[src/supervisor_map.vh]
// timing constants for the supply supervisor and watchdog
`ifndef SUPERVISOR_MAP_VH
`define SUPERVISOR_MAP_VH

// internal clock period in ns (20 MHz)
`define SUP_CLOCK_NS 50

// reset stretch after the last cause clears, nominal, in ns
`define SUP_RESET_TIMEOUT_NS 200000000
`define SUP_RESET_TIMEOUT_CYC (`SUP_RESET_TIMEOUT_NS / `SUP_CLOCK_NS)

// least stretch still owed after a dip inside a running pulse, in ns
`define SUP_DIP_STRETCH_MIN_NS 140000000
`define SUP_DIP_STRETCH_MIN_CYC \
    ((`SUP_DIP_STRETCH_MIN_NS + `SUP_CLOCK_NS - 1) / `SUP_CLOCK_NS)

// watchdog timeout, nominal, in ns
`define SUP_WATCHDOG_NS 1600000000
`define SUP_WATCHDOG_CYC (`SUP_WATCHDOG_NS / `SUP_CLOCK_NS)

// shortest kick pulse that must be seen, in ns
`define SUP_KICK_PULSE_MIN_NS 50

// counter width, wide enough for the watchdog count
`define SUP_COUNT_W 26

// synchroniser vector bit positions
`define SUP_SYNC_W 6
`define SUP_BIT_SUPPLY_LOW 0
`define SUP_BIT_AUX_A 1
`define SUP_BIT_AUX_B 2
`define SUP_BIT_MANUAL 3
`define SUP_BIT_KICK 4
`define SUP_BIT_POWER_FAIL 5

// synchroniser reset value: supply good, aux good, button up, kick low, no power fail
`define SUP_SYNC_IDLE 6'h2e

`endif

[src/supervisor_reset_watchdog.v]
// supply supervisor: stretched processor reset, watchdog and power-fail flag
// Notes on behaviour
// - manual reset low holds reset, then one full timeout after release
// - power-fail output low while comparator reports input below reference
// - kick idle longer than watchdog period expires the watchdog
// - watchdog counter clears on any kick edge and during reset
// - watchdog cannot be disabled; it runs whenever reset is released
// - reset low on main or aux supply low, manual reset, or watchdog variant
// - reset held for the timeout after all causes clear, power-up included
// - watchdog output asserts on timeout and stays until cleared
// - watchdog output also asserts on any supply low or manual reset
// - watchdog output releases on a kick edge with no stretch
// - active-high reset output is the exact complement of reset_n
// - a dip during a running pulse restarts the full stretch
// - watchdog held clear during reset, counts right after release
// - kick pulses of one clock period are seen as edges
// - reset-based variant turns a watchdog timeout into a reset pulse
// - reset waits for all supplies good, then one further timeout
`timescale 1ns/100ps
`default_nettype none
`include "supervisor_map.vh"

module supervisor_reset_watchdog #(
    parameter RESET_CYCLES = `SUP_RESET_TIMEOUT_CYC,
    parameter WATCHDOG_CYCLES = `SUP_WATCHDOG_CYC,
    parameter COUNT_W = `SUP_COUNT_W,
    // 1: triple-monitor variant, aux sense inputs take part
    parameter AUX_MONITOR = 1,
    // 1: reset-based watchdog, no independent watchdog output
    parameter WATCHDOG_RESETS = 0
) (
    input wire clock,
    input wire resetn,
    input wire supply_low,
    input wire aux_supply_sense_a,
    input wire aux_supply_sense_b,
    input wire manual_reset_n,
    input wire watchdog_kick,
    input wire power_fail_sense,
    output wire reset_n,
    output wire reset,
    output wire watchdog_out_n,
    output wire power_fail_out_n
);

    // terminal counts worked out at full width, then cut to the counter on purpose
    localparam [31:0] RESET_LAST_FULL = RESET_CYCLES - 1;
    localparam [31:0] WATCHDOG_LAST_FULL = WATCHDOG_CYCLES - 1;
    localparam [COUNT_W-1:0] RESET_LAST = RESET_LAST_FULL[COUNT_W-1:0];
    localparam [COUNT_W-1:0] WATCHDOG_LAST = WATCHDOG_LAST_FULL[COUNT_W-1:0];
    localparam [COUNT_W-1:0] COUNT_ONE = 1;

    // reset stretch states
    localparam [1:0] ST_HOLD = 2'b00;
    localparam [1:0] ST_STRETCH = 2'b01;
    localparam [1:0] ST_RUN = 2'b10;

    reg [`SUP_SYNC_W-1:0] sync_a_r;
    reg [`SUP_SYNC_W-1:0] sync_b_r;
    reg kick_last_r;
    reg [1:0] state_r;
    reg [1:0] state_nxt;
    reg [COUNT_W-1:0] rst_cnt_r;
    reg [COUNT_W-1:0] rst_cnt_nxt;
    reg [COUNT_W-1:0] wd_cnt_r;
    reg wd_expired_r;
    reg reset_n_r;
    reg reset_r;
    reg watchdog_out_n_r;
    reg power_fail_out_n_r;

    wire [`SUP_SYNC_W-1:0] raw_in;
    wire supply_low_s;
    wire aux_low_s;
    wire manual_s;
    wire kick_s;
    wire pf_good_s;
    wire kick_edge;
    wire supply_cause;
    wire wd_trip;
    wire in_reset;

    assign raw_in[`SUP_BIT_SUPPLY_LOW] = supply_low;
    assign raw_in[`SUP_BIT_AUX_A] = aux_supply_sense_a;
    assign raw_in[`SUP_BIT_AUX_B] = aux_supply_sense_b;
    assign raw_in[`SUP_BIT_MANUAL] = manual_reset_n;
    assign raw_in[`SUP_BIT_KICK] = watchdog_kick;
    assign raw_in[`SUP_BIT_POWER_FAIL] = power_fail_sense;

    always @(posedge clock or negedge resetn) begin
        if (!resetn) begin
            // inactive levels: supply good, aux good, button up, kick low
            sync_a_r <= `SUP_SYNC_IDLE;
            sync_b_r <= `SUP_SYNC_IDLE;
        end else begin
            sync_a_r <= raw_in;
            sync_b_r <= sync_a_r;
        end
    end

    assign supply_low_s = sync_b_r[`SUP_BIT_SUPPLY_LOW];
    assign manual_s = ~sync_b_r[`SUP_BIT_MANUAL];
    assign kick_s = sync_b_r[`SUP_BIT_KICK];
    assign pf_good_s = sync_b_r[`SUP_BIT_POWER_FAIL];
    // aux monitors join only in the triple-monitor variant
    assign aux_low_s = (AUX_MONITOR != 0) &
        (~sync_b_r[`SUP_BIT_AUX_A] | ~sync_b_r[`SUP_BIT_AUX_B]);

    // any supply low or manual reset
    assign supply_cause = supply_low_s | aux_low_s | manual_s;

    // timeout becomes a reset cause in the reset-based variant
    assign wd_trip = (WATCHDOG_RESETS != 0) & wd_expired_r;

    // one sample of a one-period pulse is enough for an edge
    always @(posedge clock or negedge resetn) begin
        if (!resetn) begin
            kick_last_r <= 1'b0;
        end else begin
            kick_last_r <= kick_s;
        end
    end
    assign kick_edge = kick_s ^ kick_last_r;

    // reset stretch machine
    always @* begin
        state_nxt = state_r;
        rst_cnt_nxt = rst_cnt_r;
        case (state_r)
            ST_HOLD: begin
                rst_cnt_nxt = {COUNT_W{1'b0}};
                if (!supply_cause) begin
                    state_nxt = ST_STRETCH;
                end
            end
            ST_STRETCH: begin
                // a new dip restarts the whole stretch
                if (supply_cause) begin
                    state_nxt = ST_HOLD;
                    rst_cnt_nxt = {COUNT_W{1'b0}};
                end else if (rst_cnt_r >= RESET_LAST) begin
                    state_nxt = ST_RUN;
                    rst_cnt_nxt = {COUNT_W{1'b0}};
                end else begin
                    rst_cnt_nxt = rst_cnt_r + COUNT_ONE;
                end
            end
            ST_RUN: begin
                rst_cnt_nxt = {COUNT_W{1'b0}};
                if (supply_cause) begin
                    state_nxt = ST_HOLD;
                end else if (wd_trip) begin
                    state_nxt = ST_STRETCH;
                end
            end
            default: begin
                state_nxt = ST_HOLD;
                rst_cnt_nxt = {COUNT_W{1'b0}};
            end
        endcase
    end

    // power-up starts in hold so the first release is stretched too
    always @(posedge clock or negedge resetn) begin
        if (!resetn) begin
            state_r <= ST_HOLD;
            rst_cnt_r <= {COUNT_W{1'b0}};
        end else begin
            state_r <= state_nxt;
            rst_cnt_r <= rst_cnt_nxt;
        end
    end

    assign in_reset = (state_r != ST_RUN);

    // watchdog counter; no enable, always runs out of reset
    always @(posedge clock or negedge resetn) begin
        if (!resetn) begin
            wd_cnt_r <= {COUNT_W{1'b0}};
            wd_expired_r <= 1'b0;
        end else if (in_reset) begin
            wd_cnt_r <= {COUNT_W{1'b0}};
            wd_expired_r <= 1'b0;
        end else if (kick_edge) begin
            wd_cnt_r <= {COUNT_W{1'b0}};
            wd_expired_r <= 1'b0;
        end else if (wd_cnt_r >= WATCHDOG_LAST) begin
            wd_expired_r <= 1'b1;
        end else begin
            wd_cnt_r <= wd_cnt_r + COUNT_ONE;
        end
    end

    // registered pin drivers
    always @(posedge clock or negedge resetn) begin
        if (!resetn) begin
            reset_n_r <= 1'b0;
            reset_r <= 1'b1;
            watchdog_out_n_r <= 1'b0;
            power_fail_out_n_r <= 1'b1;
        end else begin
            reset_n_r <= ~in_reset;
            reset_r <= in_reset;
            // timeout or direct cause, released by a kick
            if (WATCHDOG_RESETS != 0) begin
                watchdog_out_n_r <= 1'b1;
            end else begin
                watchdog_out_n_r <= ~((wd_expired_r & ~kick_edge) | supply_cause);
            end
            power_fail_out_n_r <= pf_good_s;
        end
    end

    assign reset_n = reset_n_r;
    assign reset = reset_r;
    assign watchdog_out_n = watchdog_out_n_r;
    assign power_fail_out_n = power_fail_out_n_r;

endmodule // supervisor_reset_watchdog

`default_nettype wire

[config.mk]
export PLATFORM = sky130hd
export DESIGN_NAME = supervisor_reset_watchdog
export DESIGN_NICKNAME = d
export VERILOG_FILES = /design/src/supervisor_reset_watchdog.v
export VERILOG_INCLUDE_DIRS = /design/src
export SDC_FILE = /design/constraint.sdc
export NUM_CORES = 1
export LEC_CHECK = 0
export BUFFER_PORTS_ARGS = -buffer_cell sky130_fd_sc_hd__buf_2
export CAP_MARGIN = 20
export CORE_MARGIN = 10
export CORE_UTILIZATION = 40
export DETAILED_ROUTE_END_ITERATION = 16
export HOLD_SLACK_MARGIN = 0.06
export PLACE_DENSITY = 0.67
export SLEW_MARGIN = 20
export SYNTH_ARGS = -nofsm -noshare
export SYNTH_HDL_FRONTEND = slang
export SYNTH_SLANG_ARGS = --single-unit
[constraint.sdc]
create_clock -name clock -period 3.4 [get_ports clock]
set_clock_uncertainty 0.05 [all_clocks]
set_input_delay 0.17 -clock clock [delete_from_list [all_inputs] [get_ports clock]]
set_output_delay 0.17 -clock clock [all_outputs]
set_load 0.02 [all_outputs]
==> flow_summary_export.csv <==
group,metric,value,unit
sta,slew_violations,0,
synthesis,ys_types,38,
floorplan,coreArea,8093,um^2
route,dr.pass1.iters,4,
floorplan,dieArea,12240,um^2
sta,final_hold_viol_count,0,
floorplan,die-height,110.7,um
grt,grt_pass1_wl,11010,um
floorplan,num_rows,33,
setup_path,crit_arrival,2.85,ns
setup_path,reg2reg_from,"wd_cnt_r[20]$_DFFE_PN0P_",
hold_path,hp-start,"sync_a_r[0]$_DFF_PN0_",
synthesis,synth_area,3287,um^2
route,wl_met2,2940,um
flow_run,drv_cap,0,
clock_tree,clk_latency,0.35,ns
grt,grt_max_degree,43,
grt,antenna_found_initial,0,
place,place.gp.congestion,0.8659,
finish,syn2layout_area_growth,14.16,%
finish,num_antenna_cells,0,
grt,grt_usage,10.49,%
route,ant_nets,0,
grt,grt-ovfl-total,0,
route,drc,0,
finish,post-route-util,46.37,%
synthesis,ys.flop_type,"dfrtp_1",
setup_path,required,3.61,ns
hold_path,worstHoldPathCells,0,
floorplan,fp.dieW,110.7,um
setup_path,critPathLaunch,"wd_cnt_r[20]$_DFFE_PN0P_",
synthesis,synth_edf_count,0,
sta,fin_setup_tns,0,ns
floorplan,start_util,40.62,%
finish,nFillCells,788,
sta,timing.final.crit_period,2.643,ns
clock_tree,cts_resized,0,
synthesis,synthCells,322,
finish,layout.cells.most_common_list,"dfrtp_1, nor2_1, nand2_1",
setup_path,critPathMaxFanout,21,
sta,finalSetupViolations,0,
sta,slew_headroom,41.05,%
synthesis,ys_seq_area_share,55.20,%
route,routed_wl,6384,um
outcome,run_status,"finished, final reports clean",
setup_path,setup.worst_path.start_class,"flip-flop",
finish,mostFrequentLayoutCell,"dfrtp_1",
clock_tree,cts_tree,"built",
synthesis,synth-seq-cells,72,
setup_path,path_class,"reg2reg",
route,wl_met1,3153,um
route,wl_met3,200,um
sta,worst_slew_pin_slew,0.8762,ns
clock_tree,htreeDepth,3,
power_and_ir_drop,p_leak,1.492,nW
place,post-place-ws,0.7757,ns
clock_tree,path_clk_slew,0.09,ns
synthesis,syn_area_per_cell,10.21,um^2
sta,worst_slack,0.7571,ns
place,io_buffer_count,11,
sta,finalCritPeriodShare,77.73,%
synthesis,synthArstFlopShare,100.0,%
route,top_layer,"met4",
setup_path,end_kind,"flip-flop",
route,num_vias,2420,
finish,drive_gt1_share,12.93,%
route,drtIter0Drc,149,
clock_tree,clkSinkCount,72,
sta,grt_setup_unrepaired,"no",
sta,fmax,0.3784,GHz
grt,first_global_vias,2346,
clock_tree,cts-buffers-inserted,9,
route,avgViaCountPerCell,5.342,
synthesis,yosysWarnings,0,
route,wl_per_cell,14.09,um
power_and_ir_drop,vdd_drop_max,285.4,uV
finish,nets,353,
clock_tree,cts_root_buf,"clkbuf_8",
place,hpwlAfterDp,4177,um
hold_path,hp-class,"reg2reg",
floorplan,io_pins,12,
setup_path,ff2ff_path_depth,5,
clock_tree,cts_buffer_depth,2,
power_and_ir_drop,p_per_area,456.3,nW/um^2
[layer usage]
metal,track usage [%],vias up
met5,0,-
met3,2.976,7
li1,-,1184
met1,14.04,1189
met2,15.72,40
met4,3.733,0
[critical path: stages (launching register included)]
cell     delay (ns)
dfrtp_1        0.43
or4_1          0.55
or4_1          0.58
and2_4         0.28
or4_1          0.52
a21oi_1        0.15
[timing repair]
| item | 4_1_cts | 5_1_grt |
|---|---|---|
| setup buffers | 0 | 0 |
| hold buffers | 7 | 0 |
| setup endpoints to repair | 0 | 0 |
| endpoints found under the hold margin | 36 | 0 |
[synth_stat cells (2+ instances only)]
library cell | count | share of area, %
dfrtp_1 | 62 | 47
nor2_1 | 49 | 5.6
nand2_1 | 30 | 3.4
nand3_1 | 18 | 2.7
xnor2_1 | 16 | 4.3
a21oi_1 | 15 | 2.3
nand4_1 | 14 | 2.7
clkbuf_1 | 11 | 1.3
or4_1 | 11 | 2.5
dfstp_2 | 10 | 8.0
xor2_1 | 9 | 2.4
and4_1 | 7 | 1.9
o31ai_1 | 7 | 1.6
inv_1 | 6 | 0.69
mux2i_1 | 6 | 1.8
nand2b_1 | 5 | 0.95
nor3_1 | 5 | 0.76
nor4_1 | 5 | 0.95
a2111oi_0 | 4 | 1.1
and3_1 | 4 | 0.76
o21ai_0 | 4 | 0.61
a31o_2 | 3 | 0.80
and2_1 | 3 | 0.57
buf_6 | 2 | 0.69
ha_1 | 2 | 0.76
or3_1 | 2 | 0.38
[layout make-up]
type                    instances  area, um^2  area share (%)
inverters                       6       22.52          0.6002
multi-input cells             234        1398           37.25
clock inverters                 7       110.1           2.934
well taps                     105       131.4           3.501
repair buffers                 20       152.6           4.068
flip-flops and latches         72        1814           48.35
clock buffers                   9       123.9           3.301
[report_power, final]
part	switching [mW]	internal [mW]	leakage (nW)
registers	0.00348	0.871	0.950
logic	0.0226	0.0128	0.426
clock network	0.371	0.431	0.116
[path summary, 6_finish.rpt]
check | slack [ns] | end
setup reg to reg | 0.76 | wd_cnt_r[3]$_DFFE_PN0P_
max in group asynchronous | 2.22 | sync_a_r[1]$_DFF_PN1_
hold reg to reg | 0.30 | sync_b_r[0]$_DFF_PN0_
hold / removal | 0.30 | sync_b_r[0]$_DFF_PN0_
min in group asynchronous | 0.34 | wd_cnt_r[6]$_DFFE_PN0P_
setup / recovery | 0.76 | wd_cnt_r[3]$_DFFE_PN0P_
[sequential cells by signal, summed over array words and instances (netlist names)]
name,count
rst_cnt_r,26
wd_cnt_r,26
sync_a_r,6
sync_b_r,6
state_r,2
kick_last_r,1
power_fail_out_n,1
reset,1
reset_n,1
watchdog_out_n,1
wd_expired_r,1
[logic make-up (layout without fill, tap and decap cells)]
group | count (synthesis) | after routing | synth area share [%]
buf+inv | 19 | 42 | 2.626
other cells | 1 | 4 | 0.1141
xor+xnor | 25 | 25 | 6.662
compound gates | 41 | 41 | 8.908
flops | 72 | 72 | 55.20
fa+ha+maj | 2 | 2 | 0.7612
mux | 6 | 6 | 1.827
simple gates | 156 | 156 | 23.91
[metrics by stage]
stage | hold WS (ns) | area (um^2) | instances | power, mW
final | 0.3040 | 3752 | 453 | 1.712
after global routing | 0.3090 | 3752 | 453 | 1.779
after CTS | 0.3039 | 3752 | 453 | 1.729
after detailed placement | 0.2189 | 3448 | 430 | 0.9230
after floorplan | -0.1756 | 3298 | 325 | 0.8961
after global placement | 0.2146 | 3448 | 430 | 0.9212
Note: power is estimated with default switching activity, not from simulation.
